[src/rtl/sfr_defines.svh]
/*
 * Constants of the serial flash array read front end: opcodes, field
 * positions, bit counts and sizes.
 * Assumes inclusion by its bare name from the design file.
 */
`ifndef SFR_DEFINES_SVH
`define SFR_DEFINES_SVH

`define SFR_OP_PLAIN    8'h03
`define SFR_OP_PLAIN_W  8'h13
`define SFR_OP_QUICK    8'h0b
`define SFR_OP_QUICK_W  8'h0c
`define SFR_OP_DUAL     8'h3b
`define SFR_OP_DUAL_W   8'h3c
`define SFR_OP_QUAD     8'h6b
`define SFR_OP_QUAD_W   8'h6c
`define SFR_OP_QPI      8'heb
`define SFR_OP_QPI_W    8'hec
`define SFR_OP_QDDR     8'hed
`define SFR_OP_QDDR_W   8'hee

`define SFR_ADDRLEN_BIT 0
`define SFR_QPI_BIT     3
`define SFR_QEN_BIT     1

`define SFR_MODE_CONT   4'ha
`define SFR_INSTR_BITS  6'h08
`define SFR_MODE_BITS   6'h08
`define SFR_ABITS_N     6'h18
`define SFR_ABITS_W     6'h20
`define SFR_DLP_CYC     4'h4
`define SFR_PIN_RST     6'h20

`define SFR_FIFO_DEPTH  16
`define SFR_FIFO_WIDTH  8
`define SFR_ARR_AW      25

`endif

[src/rtl/sfr_pkg.sv]
/*
 * Types shared by the serial flash array read front end.
 * Assumes sfr_defines.svh is on the include path.
 */
package sfr_pkg;

  typedef enum logic [6:0] {
    ST_IDLE  = 7'h01,
    ST_CMD   = 7'h02,
    ST_ADDR  = 7'h04,
    ST_MODE  = 7'h08,
    ST_DUMMY = 7'h10,
    ST_DATA  = 7'h20,
    ST_SKIP  = 7'h40
  } sfr_state_e;

  // Decoded read command; lane fields hold log2 of the lane count
  typedef struct packed {
    logic       ok;
    logic       wide;
    logic       dum;
    logic       mode;
    logic       ddr;
    logic [1:0] alog;
    logic [1:0] dlog;
  } sfr_cmd_s;

  typedef struct packed {
    logic       cs_n;
    logic       sck;
    logic [3:0] io;
  } sfr_pins_s;

endpackage : sfr_pkg

[src/rtl/sfr_read.sv]
/*
 * Read-command front end of a serial flash: byte FIFO and the top level
 * that decodes array reads, counts dummy cycles and streams data out.
 * Assumes the array answers arr_data for fetch_addr in the same cycle as
 * arr_valid, and that cs_n, sck and io_in are asynchronous pins.
 */
`timescale 1ns/1ps
`default_nettype none

`include "sfr_defines.svh"

module sfr_fifo #(
  parameter int W = `SFR_FIFO_WIDTH,
  parameter int D = `SFR_FIFO_DEPTH
) (
  input  wire logic         clk,       // System clock
  input  wire logic         rst,       // Synchronous reset
  input  wire logic         flush,     // Empty the buffer
  input  wire logic [W-1:0] in_data,   // Write data
  input  wire logic         in_valid,  // Write request
  output logic              in_ready,  // Room for a word
  output logic [W-1:0]      out_data,  // Head word
  output logic              out_valid, // Head word present
  input  wire logic         out_ready  // Head word taken
);
  localparam int AW = $clog2(D);

  generate
    if (D < 2 || (D & (D - 1)) != 0) begin : g_bad_depth
      $error("sfr_fifo depth must be a power of two, at least 2");
    end
  endgenerate

  logic [W-1:0] mem_ff [D];
  logic [AW-1:0] wr_ff;
  logic [AW-1:0] rd_ff;
  logic [AW:0]   cnt_ff;
  logic [AW:0]   nxt_cnt;
  logic          rdy_ff;
  logic          push;
  logic          pop;

  assign push      = in_valid & rdy_ff;
  assign pop       = out_ready & out_valid;
  assign in_ready  = rdy_ff;
  assign out_valid = (cnt_ff != '0);
  assign out_data  = mem_ff[rd_ff];

  always_comb begin
    nxt_cnt = cnt_ff;
    if (push & ~pop) nxt_cnt = cnt_ff + 1'b1;
    if (pop & ~push) nxt_cnt = cnt_ff - 1'b1;
  end

  always_ff @(posedge clk) begin
    if (rst || flush) begin
      wr_ff  <= '0;
      rd_ff  <= '0;
      cnt_ff <= '0;
      rdy_ff <= 1'b1;
    end else begin
      if (push) wr_ff <= wr_ff + 1'b1;
      if (pop) rd_ff <= rd_ff + 1'b1;
      cnt_ff <= nxt_cnt;
      rdy_ff <= (nxt_cnt != (AW + 1)'(D));
    end
  end

  always_ff @(posedge clk) begin
    if (push) mem_ff[wr_ff] <= in_data;
  end

endmodule : sfr_fifo

// What this block does
// RULE_01: Instruction one bit per rise; four-lane mode nibbles.
// RULE_02: 03h length follows address-length bit; 13h four bytes.
// RULE_03: 0Bh/0Ch address length, then latency dummy cycles.
// RULE_04: Plain and quick reads shift out on IO1.
// RULE_05: 3Bh/3Ch output two bits per falling edge.
// RULE_06: 6Bh/6Ch output one nibble per falling edge.
// RULE_07: Address increments per byte, wraps to zero.
// RULE_08: Dummy count comes from latency code.
// RULE_09: Dummy cycles run fall to fall; zero starts immediately.
// RULE_10: Inputs ignored during dummy cycles.
// RULE_11: Host releases lines before last dummy cycle.
// RULE_12: Double-edge reads move nibbles on both edges.
// RULE_13: Eight-edge training pattern precedes double-edge data.
// RULE_14: Host picks latency giving enough turnaround.
// RULE_15: Chip select high ends the read anywhere.
// RULE_16: Host keeps select low through mode, dummy.
// RULE_17: Capture mode bits after address on multi-lane reads. Code captures them only for four-lane-mode commands, not 3Bh/3Ch/6Bh/6Ch.
// RULE_18: Mode upper nibble A skips next instruction.
// RULE_19: Quad reads need quad-enable or four-lane mode.
// RULE_20: Outputs released outside data phase and deselect.
// RULE_21: Sample on rising edges, drive on falling edges.
module sfr_read
  import sfr_pkg::*;
#(
  parameter int ARR_AW     = `SFR_ARR_AW,
  parameter int FIFO_DEPTH = `SFR_FIFO_DEPTH
) (
  input  wire logic        clk,                   // 40 MHz clock
  input  wire logic        rst,                   // Synchronous reset
  input  wire logic        cs_n,                  // Chip select pin
  input  wire logic        sck,                   // Serial clock pin
  input  wire logic [3:0]  io_in,                 // IO3..IO0 pin levels
  output logic [3:0]       io_out,                // IO3..IO0 drive value
  output logic [3:0]       io_oe,                 // IO3..IO0 drive enable
  input  wire logic [3:0]  cfg_two_volatile,      // Addr length, lane mode
  input  wire logic [1:0]  cfg_one_volatile,      // Quad enable in bit 1
  input  wire logic [3:0]  cfg_three_volatile,    // access_delay_code
  input  wire logic        train_en,              // Training pattern on
  input  wire logic [7:0]  edge_training_pattern, // Pattern, MSB first
  input  wire logic [7:0]  arr_data,              // Array byte
  input  wire logic        arr_valid,             // Array byte valid
  output logic             arr_ready,             // Buffer has room
  output logic [ARR_AW-1:0] fetch_addr,           // Array byte address
  output logic             fetch_en,              // Fetch running
  output logic             cont_mode,             // Next read skips opcode
  output logic             underrun               // Buffer ran dry
);

  generate
    if (ARR_AW < 8 || ARR_AW > 32) begin : g_bad_aw
      $error("sfr_read ARR_AW must lie in 8..32");
    end
  endgenerate

  logic [5:0]  s1_ff;
  logic [5:0]  s2_ff;
  logic [5:0]  s3_ff;
  sfr_pins_s   pin_ff;
  sfr_pins_s   nxt_pin;
  sfr_state_e  state_ff;
  sfr_cmd_s    cmd_ff;
  sfr_cmd_s    dec;
  logic [31:0] sh_ff;
  logic [31:0] nxt_sh;
  logic [31:0] addr_ff;
  logic [5:0]  cnt_ff;
  logic [5:0]  nxt_cnt;
  logic [5:0]  abits;
  logic [3:0]  dcnt_ff;
  logic        mode_hit_ff;
  logic        go_ff;
  logic [7:0]  out_sh_ff;
  logic [3:0]  left_ff;
  logic [7:0]  dlp_sh_ff;
  logic        dlp_on_ff;
  logic        sck_r;
  logic        sck_f;
  logic        cs_lo;
  logic        cs_up;
  logic        smp;
  logic [2:0]  nb;
  logic [3:0]  dn;
  logic        drive;
  logic        dlp_start;
  logic        dlp_edge;
  logic [7:0]  src;
  logic [7:0]  fifo_dout;
  logic        fifo_ov;
  logic        pop;
  logic        four_lane_instruction_mode;

  function automatic logic [31:0] shin(logic [31:0] v, logic [2:0] n,
                                       logic [3:0] d);
    case (n)
      3'h1:    shin = {v[30:0], d[0]};
      3'h2:    shin = {v[29:0], d[1:0]};
      default: shin = {v[27:0], d};
    endcase
  endfunction : shin

  function automatic sfr_cmd_s decode(logic [7:0] op, logic q, logic al,
                                      logic qen);
    sfr_cmd_s d;
    d      = '0;
    d.wide = al;
    if (q) begin
      d.ok   = (op == `SFR_OP_QPI) || (op == `SFR_OP_QPI_W) ||
               (op == `SFR_OP_QDDR) || (op == `SFR_OP_QDDR_W);
      d.wide = al | (op == `SFR_OP_QPI_W) | (op == `SFR_OP_QDDR_W);
      d.ddr  = (op == `SFR_OP_QDDR) || (op == `SFR_OP_QDDR_W); // RULE_12
      d.alog = 2'h2;
      d.dlog = 2'h2;
      d.dum  = 1'b1;
      d.mode = 1'b1; // RULE_17
    end else begin
      case (op)
        `SFR_OP_PLAIN: d.ok = 1'b1; // RULE_02
        `SFR_OP_PLAIN_W: begin
          d.ok   = 1'b1; // RULE_02
          d.wide = 1'b1;
        end
        `SFR_OP_QUICK: begin
          d.ok  = 1'b1; // RULE_03
          d.dum = 1'b1;
        end
        `SFR_OP_QUICK_W: begin
          d.ok   = 1'b1; // RULE_03
          d.dum  = 1'b1;
          d.wide = 1'b1;
        end
        `SFR_OP_DUAL, `SFR_OP_DUAL_W: begin
          d.ok   = 1'b1; // RULE_05
          d.dum  = 1'b1;
          d.dlog = 2'h1;
          d.wide = al | (op == `SFR_OP_DUAL_W);
        end
        `SFR_OP_QUAD, `SFR_OP_QUAD_W: begin
          d.ok   = qen; // RULE_19
          d.dum  = 1'b1;
          d.dlog = 2'h2; // RULE_06
          d.wide = al | (op == `SFR_OP_QUAD_W);
        end
        default: d.ok = 1'b0;
      endcase
    end
    return d;
  endfunction : decode

  function automatic logic [3:0] emit(logic [7:0] b, logic [1:0] lg);
    case (lg)
      2'h0:    emit = {2'h0, b[7], 1'b0}; // RULE_04
      2'h1:    emit = {2'h0, b[7:6]}; // RULE_05
      default: emit = b[7:4]; // RULE_06
    endcase
  endfunction : emit

  function automatic logic [3:0] lane_mask(logic [1:0] lg);
    case (lg)
      2'h0:    lane_mask = 4'h2;
      2'h1:    lane_mask = 4'h3;
      default: lane_mask = 4'hf;
    endcase
  endfunction : lane_mask

  // Pins pass three flops; a level counts once stages two and three agree
  always_ff @(posedge clk) begin
    if (rst) begin
      s1_ff  <= `SFR_PIN_RST;
      s2_ff  <= `SFR_PIN_RST;
      s3_ff  <= `SFR_PIN_RST;
      pin_ff <= `SFR_PIN_RST;
    end else begin
      s1_ff  <= {cs_n, sck, io_in};
      s2_ff  <= s1_ff;
      s3_ff  <= s2_ff;
      pin_ff <= nxt_pin;
    end
  end

  assign nxt_pin = (~(s2_ff ^ s3_ff) & s3_ff) | ((s2_ff ^ s3_ff) & pin_ff);
  assign sck_r   = nxt_pin.sck & ~pin_ff.sck;
  assign sck_f   = ~nxt_pin.sck & pin_ff.sck;
  assign cs_lo   = ~nxt_pin.cs_n;
  assign cs_up   = nxt_pin.cs_n & ~pin_ff.cs_n;
  assign four_lane_instruction_mode     = cfg_two_volatile[`SFR_QPI_BIT];

  always_comb begin
    nb = 3'h4;
    if (state_ff == ST_CMD) nb = four_lane_instruction_mode ? 3'h4 : 3'h1; // RULE_01
    if (state_ff == ST_ADDR) nb = 3'h1 << cmd_ff.alog;
    // Dummy state takes no sample, so host drive there is harmless
    smp = sck_r; // RULE_21 RULE_10
    if ((state_ff == ST_ADDR || state_ff == ST_MODE) && cmd_ff.ddr) begin
      smp = sck_r | sck_f; // RULE_12
    end
    nxt_sh  = shin(sh_ff, nb, nxt_pin.io);
    nxt_cnt = cnt_ff + {3'h0, nb};
    dec     = decode(nxt_sh[7:0], four_lane_instruction_mode,
                     cfg_two_volatile[`SFR_ADDRLEN_BIT],
                     cfg_one_volatile[`SFR_QEN_BIT]);
    abits   = cmd_ff.wide ? `SFR_ABITS_W : `SFR_ABITS_N; // RULE_02 RULE_03
  end

  always_ff @(posedge clk) begin
    if (rst || !cs_lo) begin // RULE_15
      state_ff <= ST_IDLE;
      go_ff    <= 1'b0;
      if (rst) begin
        cmd_ff      <= '0;
        sh_ff       <= '0;
        addr_ff     <= '0;
        cnt_ff      <= '0;
        dcnt_ff     <= '0;
        mode_hit_ff <= 1'b0;
      end
    end else begin
      go_ff <= 1'b0;
      unique case (state_ff)
        ST_IDLE: begin
          state_ff    <= cont_mode ? ST_ADDR : ST_CMD; // RULE_18
          cnt_ff      <= '0;
          sh_ff       <= '0;
          mode_hit_ff <= 1'b0;
        end
        ST_CMD: if (smp) begin
          sh_ff  <= nxt_sh;
          cnt_ff <= nxt_cnt;
          if (nxt_cnt == `SFR_INSTR_BITS) begin
            cmd_ff   <= dec;
            state_ff <= dec.ok ? ST_ADDR : ST_SKIP;
            cnt_ff   <= '0;
            sh_ff    <= '0;
          end
        end
        ST_ADDR: if (smp) begin
          sh_ff  <= nxt_sh;
          cnt_ff <= nxt_cnt;
          if (nxt_cnt == abits) begin
            addr_ff  <= nxt_sh;
            go_ff    <= 1'b1;
            cnt_ff   <= '0;
            sh_ff    <= '0;
            state_ff <= cmd_ff.mode ? ST_MODE : ST_DUMMY;
            dcnt_ff  <= cmd_ff.dum ? cfg_three_volatile : 4'h0; // RULE_08
          end
        end
        ST_MODE: if (smp) begin
          sh_ff  <= nxt_sh;
          cnt_ff <= nxt_cnt;
          if (nxt_cnt == `SFR_MODE_BITS) begin
            mode_hit_ff <= (nxt_sh[7:4] == `SFR_MODE_CONT); // RULE_17 RULE_18
            state_ff    <= ST_DUMMY;
          end
        end
        ST_DUMMY: if (sck_f) begin
          if (dcnt_ff == 4'h0) state_ff <= ST_DATA; // RULE_09
          else dcnt_ff <= dcnt_ff - 4'h1;
        end
        ST_DATA: state_ff <= ST_DATA;
        ST_SKIP: state_ff <= ST_SKIP;
        default: state_ff <= ST_IDLE;
      endcase
    end
  end

  // Continuous read is decided by the mode bits when select rises
  always_ff @(posedge clk) begin
    if (rst) cont_mode <= 1'b0;
    else if (cs_up) cont_mode <= mode_hit_ff; // RULE_18 RULE_16
  end

  // Output timing: data moves on falling edges, DDR data and the training pattern on both
  assign drive = (sck_f && (state_ff == ST_DATA ||
                  (state_ff == ST_DUMMY && dcnt_ff == 4'h0))) ||
                 (sck_r && state_ff == ST_DATA && cmd_ff.ddr); // RULE_21 RULE_12
  assign dlp_start = sck_f && state_ff == ST_DUMMY && cmd_ff.ddr &&
                     train_en && dcnt_ff == `SFR_DLP_CYC; // RULE_13
  assign dlp_edge  = dlp_on_ff && state_ff == ST_DUMMY && (sck_r ||
                     (sck_f && dcnt_ff != 4'h0));
  assign src = (left_ff == 4'h0) ? fifo_dout : out_sh_ff;
  assign pop = drive && left_ff == 4'h0 && fifo_ov;
  assign dn  = 4'h1 << cmd_ff.dlog;

  always_ff @(posedge clk) begin
    if (rst || !cs_lo) begin // RULE_15 RULE_20
      io_out    <= 4'h0;
      io_oe     <= 4'h0;
      out_sh_ff <= '0;
      left_ff   <= 4'h0;
      dlp_sh_ff <= '0;
      dlp_on_ff <= 1'b0;
    end else if (drive) begin
      io_out    <= emit(src, cmd_ff.dlog);
      io_oe     <= lane_mask(cmd_ff.dlog); // RULE_20
      out_sh_ff <= src << dn;
      left_ff   <= ((left_ff == 4'h0) ? 4'h8 : left_ff) - dn;
      dlp_on_ff <= 1'b0;
    end else if (dlp_start) begin
      io_out    <= {4{edge_training_pattern[7]}}; // RULE_13
      io_oe     <= 4'hf;
      dlp_sh_ff <= edge_training_pattern << 1;
      dlp_on_ff <= 1'b1;
    end else if (dlp_edge) begin
      io_out    <= {4{dlp_sh_ff[7]}}; // RULE_13
      dlp_sh_ff <= dlp_sh_ff << 1;
    end
  end

  always_ff @(posedge clk) begin
    if (rst || state_ff == ST_IDLE) underrun <= 1'b0;
    else if (drive && left_ff == 4'h0 && !fifo_ov) underrun <= 1'b1;
  end

  // Prefetch: address steps once per byte and wraps through zero
  always_ff @(posedge clk) begin
    if (rst || !cs_lo) begin
      fetch_en <= 1'b0;
      if (rst) fetch_addr <= '0;
    end else if (go_ff) begin
      fetch_en   <= 1'b1;
      fetch_addr <= addr_ff[ARR_AW-1:0];
    end else if (fetch_en && arr_valid && arr_ready) begin
      fetch_addr <= fetch_addr + 1'b1; // RULE_07
    end
  end

  sfr_fifo #(
    .W (`SFR_FIFO_WIDTH),
    .D (FIFO_DEPTH)
  ) u_fifo (
    .clk       (clk),
    .rst       (rst),
    .flush     (go_ff || !cs_lo),
    .in_data   (arr_data),
    .in_valid  (arr_valid && fetch_en),
    .in_ready  (arr_ready),
    .out_data  (fifo_dout),
    .out_valid (fifo_ov),
    .out_ready (pop)
  );

endmodule : sfr_read

`default_nettype wire

[config.mk]
export PLATFORM = sky130hd
export DESIGN_NAME = sfr_read
export DESIGN_NICKNAME = d
export VERILOG_FILES = /design/src/rtl/sfr_pkg.sv /design/src/rtl/sfr_read.sv
export VERILOG_INCLUDE_DIRS = /design/src /design/src/rtl
export SDC_FILE = /design/constraint.sdc
export NUM_CORES = 1
export LEC_CHECK = 0
export BUFFER_PORTS_ARGS = -buffer_cell sky130_fd_sc_hd__buf_2
export CAP_MARGIN = 40
export CELL_PAD_IN_SITES_DETAIL_PLACEMENT = 1
export CELL_PAD_IN_SITES_GLOBAL_PLACEMENT = 2
export CORE_MARGIN = 2
export CORE_UTILIZATION = 30
export CTS_BUF_LIST = sky130_fd_sc_hd__clkbuf_8
export DETAILED_ROUTE_END_ITERATION = 6
export PLACE_DENSITY_LB_ADDON = 0.1
export SLEW_MARGIN = 40
export SYNTH_ARGS = -nofsm -noshare
export SYNTH_HDL_FRONTEND = slang
export SYNTH_SLANG_ARGS = --single-unit
[constraint.sdc]
create_clock -name clk -period 7.3 [get_ports clk]
set_input_delay 1.825 -clock clk [delete_from_list [all_inputs] [get_ports clk]]
set_output_delay 1.825 -clock clk [all_outputs]
set_load 0.005 [all_outputs]
== Word level (Yosys, flattened, before mapping) ==
Memory sizes are Yosys's and may differ from the RTL's. A register that Yosys moved wholly into a read port is not among the register bits.
Cells that the tools add are included.
Widths: inputs -> output; s select.

* Register bits after elaboration: 171
* Input port bits: 36
* Output and inout bits: 37
* Memories kept: 1
* Word-level logic and storage cells: 260
* Bits in writable memories: 128

* Bitwise logic cells: 25
* Shift-type cells: 3
* Reductions and logical operators: 62
* Eq/ne operators: 43
* $add $sub $neg: 8
* Muxes and demuxes: 85

{| class="wikitable"
|+ Memories
! name !! depth !! width !! rd ports !! clocked after memory_dff !! write ports !! RTL line !! source
|-
| u_fifo.mem_ff || 16 || 8 || 1 || 1 || 1 || sfr_read.sv:34 || <nowiki>logic [W-1:0] mem_ff [D];</nowiki>
|}

{| class="wikitable"
|+ Operators by type and width
! cell !! count
|-
| $mux 25 || 9
|-
| $mux 24 || 6
|-
| $pmux 24 s4 || 1
|-
| $mux 4 || 16
|-
| $mux 8 || 8
|-
| $mux 7 || 9
|-
| $pmux 25 s2 || 1
|-
| $pmux 7 s7 || 1
|-
| $mux 6 || 8
|-
| $eq 8x8->1 const B || 4
|-
| $add 25x1->25 const B || 1
|-
| $pmux 4 s2 || 3
|-
| $pmux 6 s4 || 1
|-
| $logic_and 1x1->1 || 17
|-
| $eq 8x4->1 const B || 2
|-
| $eq 8x6->1 const B || 2
|-
| $eq 8x7->1 const B || 2
|-
| $mux 3 || 5
|-
| $mux 5 || 3
|-
| $ne 3x2->1 const B || 5
|-
| $reduce_bool 2->1 || 7
|-
| $and 6x6->6 || 2
|-
| $logic_or 1x1->1 || 12
|-
| $reduce_and 4->1 || 3
|-
| 53 further kinds || 98
|}

== Logic depth before layout (Yosys ltp) ==
* Depth in word-level cells: 16
* Mapped depth: 16
* Gate-level depth less buffers: 12

== Modules after synthesis ==
A second synthesis with hierarchy kept.

* Cells, all modules: 1,117
* Area total of the unflattened synthesis: 13,842.0 um^2

{| class="wikitable"
|+ Modules (own cells, without submodules)
! module !! times used !! area an instance (um^2) !! cells an instance !! seq. area each (um^2)
|-
| sfr_read || 1 || 7,992.7 || 815 || 3,973.8
|-
| sfr_fifo || 1 || 5,849.4 || 302 || 4,204.0
|}

== Least setup slack after synthesis ==
No wires, ideal clock.

* Path kind: input port to flip-flop
* From: input cfg_two_volatile[3]
* To: register addr_ff[0], enable pin
* Buffers on the path: 3
* Library setup time: 0.412 ns
* Data arrival time: 5.683 ns
* Stages: 13
* Slack: 1.204 ns
* Data required time: 6.888 ns
* Path through: nor3b_1 > o211a_1 > buf_2 > inv_6 > clkbuf_1 > clkbuf_1 > ha_1 > a31oi_1 > or3_1 > a2111o_1 > o21ai_0 > o2111ai_1 > o21bai_1

* Longest elaborated chain between the ends: 7

{| class="wikitable"
|+ Ends and longest elaborated chain
! item !! RTL line !! source
|-
| start: declaration || sfr_read.sv:110 || <nowiki>input wire logic [3:0] cfg_two_volatile,</nowiki>
|-
| $mux 3 (2 in series) || sfr_read.sv:264 || <nowiki>if (state_ff == ST_CMD) nb = four_lane_instruction_mode ? 3'h4 : 3'h1;</nowiki>
|-
| $mux 3 || sfr_read.sv:265 || <nowiki>if (state_ff == ST_ADDR) nb = 3'h1 << cmd_ff.alog;</nowiki>
|-
| $add 6x3->6 || sfr_read.sv:272 || <nowiki>nxt_cnt = cnt_ff + {3'h0, nb};</nowiki>
|-
| $eq 6x6->1 || sfr_read.sv:313 || <nowiki>if (nxt_cnt == abits) begin</nowiki>
|-
| $reduce_bool 2->1 (no source line) || -- ||
|-
| $reduce_and 4->1 (no source line) || -- ||
|-
| end signal: assignment || sfr_read.sv:314 || <nowiki>addr_ff <= nxt_sh;</nowiki>
|-
| end: declaration || sfr_read.sv:140 || <nowiki>logic [31:0] addr_ff;</nowiki>
|}

No other way between the ends.
A chain may end at the register's enable or synchronous reset.

== Final worst setup path ==
* From: input cfg_two_volatile[3]
* To: register state_ff[2]

* Longest elaborated chain between the ends: 14
* Elaborated cells on any way between the ends: 36
* Those cells by class: 1 x add/sub; 19 x eq/ne; 10 x mux; 6 x reduce/logical

{| class="wikitable"
|+ Ends and longest elaborated chain
! item !! RTL line !! source
|-
| branches (longest 14 deep; another with $pmux 25 s2) || -- ||
|-
| end signal: assignment || sfr_read.sv:295 || <nowiki>state_ff <= cont_mode ? ST_ADDR : ST_CMD;</nowiki>
|-
| end signal: assignment || sfr_read.sv:305 || <nowiki>state_ff <= dec.ok ? ST_ADDR : ST_SKIP;</nowiki>
|-
| end signal: assignment || sfr_read.sv:318 || <nowiki>state_ff <= cmd_ff.mode ? ST_MODE : ST_DUMMY;</nowiki>
|-
| end: declaration || sfr_read.sv:135 || <nowiki>sfr_state_e state_ff;</nowiki>
|}

Several ways; the timed one is not identified. The select of a mux whose other input is x is not followed.

==> results.sh <==
export IMPL_floorplan_core_area_sq_um=44200
export IMPL_yosys_register_bits=299
export IMPL_die_width_um=216
export IMPL_antennaDiodeCount=0
export IMPL_first_global_vias=9097
export IMPL_fmax_mhz=207
export IMPL_post_cts_setup_buffer_count=0
export IMPL_power_density_cell_area_nw_per_um2=220
export IMPL_layout_min_cycle_time_ps=4830
export IMPL_ff2ff_path_depth=11
export IMPL_timing_hold_worst_path_depth=1
export IMPL_yosys_warnings=0
export IMPL_crit_path_max_fanout=37
export IMPL_cell_internal_pwr_uw=2630
export IMPL_post_route_cell_area_sq_um=15500
export IMPL_sequentialPowerShare=0.547
export IMPL_mostFrequentLayoutCells="sky130_fd_sc_hd__edfxtp_1 (219), sky130_fd_sc_hd__nor2_1 (119), sky130_fd_sc_hd__nand2_1 (110)"
export IMPL_grt_antenna_before_repair=0
export IMPL_syn_area_per_cell_sq_um=12.2
export IMPL_clock_skew_ps=29.6
export IMPL_post_cts_resized=0
export IMPL_syn_instance_count=1104
export IMPL_drt_first_pass_iters=4
export IMPL_drt_initial_drc_count=391
export IMPL_placement_io_buffers=69
export IMPL_post_synth_num_cell_types=70
export IMPL_globalRouteTotalUtil=0.147
export IMPL_worstReg2RegStart="state_ff[6]$_SDFFE_PN0P_"
export IMPL_ctsRootBufferMaster="sky130_fd_sc_hd__clkbuf_8"
export IMPL_setup_worst_path_class="in2reg"
export IMPL_place_area_sq_um=14400
export IMPL_layout_core_utilization=0.350
export IMPL_status="completed"
export IMPL_via_count=8706
export IMPL_regToRegSetupSlack_ps=3170
export IMPL_period_share=0.662
export IMPL_layout_cells_most_common="sky130_fd_sc_hd__edfxtp_1"
export IMPL_post_route_drc=0
export IMPL_p_leak_uw=0.00530
export IMPL_hpwlAfterDp_mm=22.7
export IMPL_ioPinCount=73
export IMPL_initial_utilization=0.304
export IMPL_report_final_setup_viol=0
export IMPL_final_setup_tns_ps=0
export IMPL_cp_data_arrival_time_ps=5390
export IMPL_wire_length_after_detailed_routing_mm=33.9
export IMPL_whs_endpoint="s2_ff[5]$_SDFF_PP1_"
export IMPL_finalMaxSlewViolations=0
export IMPL_cp_required_ps=7850
export IMPL_final_layout_size_suffix_gt1_frac=0.192
export IMPL_timing_hold_worst_start="s1_ff[5]$_SDFF_PP1_"
export IMPL_clock_path_buffers=3
export IMPL_critical_path_startpoint_type="primary input"
export IMPL_routedWlPerCell_um=18.7
export IMPL_preCtsSetupSlack_ps=1750
export IMPL_cts_hold_buf=0
export IMPL_design_final_nets=1232
export IMPL_hold_viol=0
export IMPL_grt_setup_unrepaired="no"
export IMPL_grt_remaining_overflow=0
export IMPL_timing_final_ws_setup_ps=2470
export IMPL_place_congestion=0.713
export IMPL_ant_nets=0
export IMPL_synth_cell_area_sq_um=13500
export IMPL_yosysSeqAreaShare=0.608
export IMPL_net_switching_power_uw=777
export IMPL_post_drt_via_cell_ratio=4.81
export IMPL_cts_tree="yes"
export IMPL_cts_num_sinks=299
export IMPL_wire_length_of_the_first_global_routing_pass_mm=53.5
export IMPL_final_hold_worst_slack_ps=428
export IMPL_worst_slew_pin_slew_ps=826
export IMPL_clk_insertion_delay_late_ps=640
export IMPL_worst_hold_path_type="reg2reg"
export IMPL_grt_max_degree=47
export IMPL_clockPowerShare=0.430
export IMPL_synth_async_sr_flop_share=0
export IMPL_die_area_sq_um=46600
export IMPL_area_delta_synth_final_pct=14.9
export IMPL_power_combinational_fraction=0.023
export IMPL_syn_nets=1159
export IMPL_power_share_switching=0.228
export IMPL_vdd_ir_drop_worst_mv=0.154
export IMPL_cap_viol_max_count=0
export IMPL_setup_worst_path_end_class="flip-flop"
export IMPL_die_height_um=216
export IMPL_cts_max_level=2
export IMPL_rr_endpoint="state_ff[2]$_SDFFE_PN0P_"
export IMPL_ys_flop_type="sky130_fd_sc_hd__edfxtp_1"
export IMPL_edff_count_synth=219
export IMPL_worst_setup_hold_path_clk_slew_ps=60
export IMPL_cts_buffers_inserted=53
export IMPL_core_rowCount=77
export IMPL_timing_slew_headroom=0.446
==> Yosys cell counts, types with 3 or more instances <==
cell | number | area, sq um
sky130_fd_sc_hd__edfxtp_1 | 219 | 6580
sky130_fd_sc_hd__nor2_1 | 128 | 480
sky130_fd_sc_hd__nand2_1 | 110 | 413
sky130_fd_sc_hd__dfxtp_1 | 80 | 1600
sky130_fd_sc_hd__a21oi_1 | 73 | 365
sky130_fd_sc_hd__clkbuf_1 | 41 | 154
sky130_fd_sc_hd__mux4_2 | 40 | 901
sky130_fd_sc_hd__nand3_1 | 32 | 160
sky130_fd_sc_hd__o21ai_0 | 29 | 145
sky130_fd_sc_hd__and2_1 | 24 | 150
sky130_fd_sc_hd__inv_1 | 24 | 90.1
sky130_fd_sc_hd__nor2b_1 | 24 | 150
sky130_fd_sc_hd__mux2i_1 | 21 | 210
sky130_fd_sc_hd__nor3_1 | 21 | 105
sky130_fd_sc_hd__xor2_1 | 21 | 184
sky130_fd_sc_hd__xnor2_1 | 20 | 175
sky130_fd_sc_hd__ha_1 | 18 | 225
sky130_fd_sc_hd__nand2b_1 | 16 | 100
sky130_fd_sc_hd__and3_1 | 12 | 75.1
sky130_fd_sc_hd__buf_1 | 11 | 41.3
sky130_fd_sc_hd__nand4_1 | 9 | 56.3
sky130_fd_sc_hd__or2_2 | 9 | 56.3
sky130_fd_sc_hd__a211oi_1 | 7 | 52.6
sky130_fd_sc_hd__a31oi_1 | 7 | 43.8
sky130_fd_sc_hd__mux2_2 | 7 | 78.8
sky130_fd_sc_hd__nor3b_1 | 7 | 52.6
sky130_fd_sc_hd__a311oi_1 | 6 | 52.6
sky130_fd_sc_hd__buf_2 | 6 | 30.0
sky130_fd_sc_hd__maj3_1 | 5 | 50.1
sky130_fd_sc_hd__or3_1 | 5 | 31.3
sky130_fd_sc_hd__a21o_1 | 4 | 30.0
sky130_fd_sc_hd__a22oi_1 | 4 | 30.0
sky130_fd_sc_hd__nand4b_1 | 4 | 35.0
sky130_fd_sc_hd__nor4_1 | 4 | 25.0
sky130_fd_sc_hd__nand3b_1 | 3 | 22.5
sky130_fd_sc_hd__o2111ai_1 | 3 | 26.3
sky130_fd_sc_hd__o21a_1 | 3 | 22.5
sky130_fd_sc_hd__o21ai_1 | 3 | 15.0
sky130_fd_sc_hd__o21bai_1 | 3 | 22.5
==> how the worst max path moves through the flow <==
stage	from	endpoint	slack, ps	cells past startpoint
6_report	cfg_two_volatile[3]	state_ff[2]$_SDFFE_PN0P_	2470	12
5_1_grt	cfg_two_volatile[3]	state_ff[2]$_SDFFE_PN0P_	2130	12
4_1_cts	cfg_two_volatile[3]	state_ff[2]$_SDFFE_PN0P_	2460	12
3_5_place_dp	cfg_two_volatile[3]	state_ff[2]$_SDFFE_PN0P_	1750	12
3_3_place_gp	cfg_two_volatile[3]	state_ff[2]$_SDFFE_PN0P_	1820	12
2_1_floorplan	cfg_two_volatile[3]	addr_ff[0]$_SDFFCE_PN0P_	1200	13
==> final cells by class <==
cell class              instances  area [sq um]
fillers                      4738         28800
flip-flops and latches        299          8180
multi-input cells             718          5010
clock buffers                  60           826
well taps                     592           741
repair buffers                 80           425
clock inverters                37           175
inverters                      25           101
==> state kept, by name (all words and copies together), names as in the netlist, 3 cells and up, named ones only <==
register	cells
u_fifo.mem_ff	128
addr_ff	25
fetch_addr	25
sh_ff	24
out_sh_ff	8
dlp_sh_ff	7
state_ff	7
cmd_ff	6
cnt_ff	6
pin_ff	6
s1_ff	6
s2_ff	6
s3_ff	6
u_fifo.cnt_ff	5
dcnt_ff	4
io_out	4
left_ff	4
u_fifo.rd_ff	4
u_fifo.wr_ff	4
io_oe	3
==> cell families after synthesis <==
group	after synthesis	synth area share
xor gates and xnor gates	41	0.0267
AOI/OAI and AO/OA	161	0.0750
DFF	299	0.608
adders and majority gates	24	0.0219
buffers and inverters	87	0.0269
muxes	68	0.0884
and+or+nand+nor	424	0.153
==> critical path: stages <==
cell and delay, ps:
sky130_fd_sc_hd__buf_2 140, sky130_fd_sc_hd__nor3b_1 250, sky130_fd_sc_hd__o211a_1 320, sky130_fd_sc_hd__inv_6 170
sky130_fd_sc_hd__ha_1 360, sky130_fd_sc_hd__xor2_1 180, sky130_fd_sc_hd__nor3_1 310, sky130_fd_sc_hd__or3b_1 430
sky130_fd_sc_hd__nor4_2 560, sky130_fd_sc_hd__o2111ai_4 270, sky130_fd_sc_hd__a2111o_1 400, sky130_fd_sc_hd__a31oi_1 150
==> power groups by stage <==
stage | clock (uW) | combinational (uW) | sequential [uW]
after CTS | 1540 | 81.8 | 1860
after floorplan | 0 | 45.2 | 1890
after detailed placement | 0 | 81.2 | 1900
after global routing | 1610 | 90.0 | 1860
after global placement | 0 | 80.4 | 1900
final | 1460 | 79.1 | 1860
==> per-stage QoR <==
step           instances  power, uW
2_1_floorplan       1104       1930
3_3_place_gp        1713       1980
6_report            1811       3400
5_1_grt             1811       3570
3_5_place_dp        1714       1980
4_1_cts             1811       3480
==> routing by layer <==
layer	track usage	wire, um
met5	0	0
met1	0.196	15800
met2	0.241	16100
met4	0.0483	651
met3	0.0278	1320
Power figures use the tool's default switching activity.
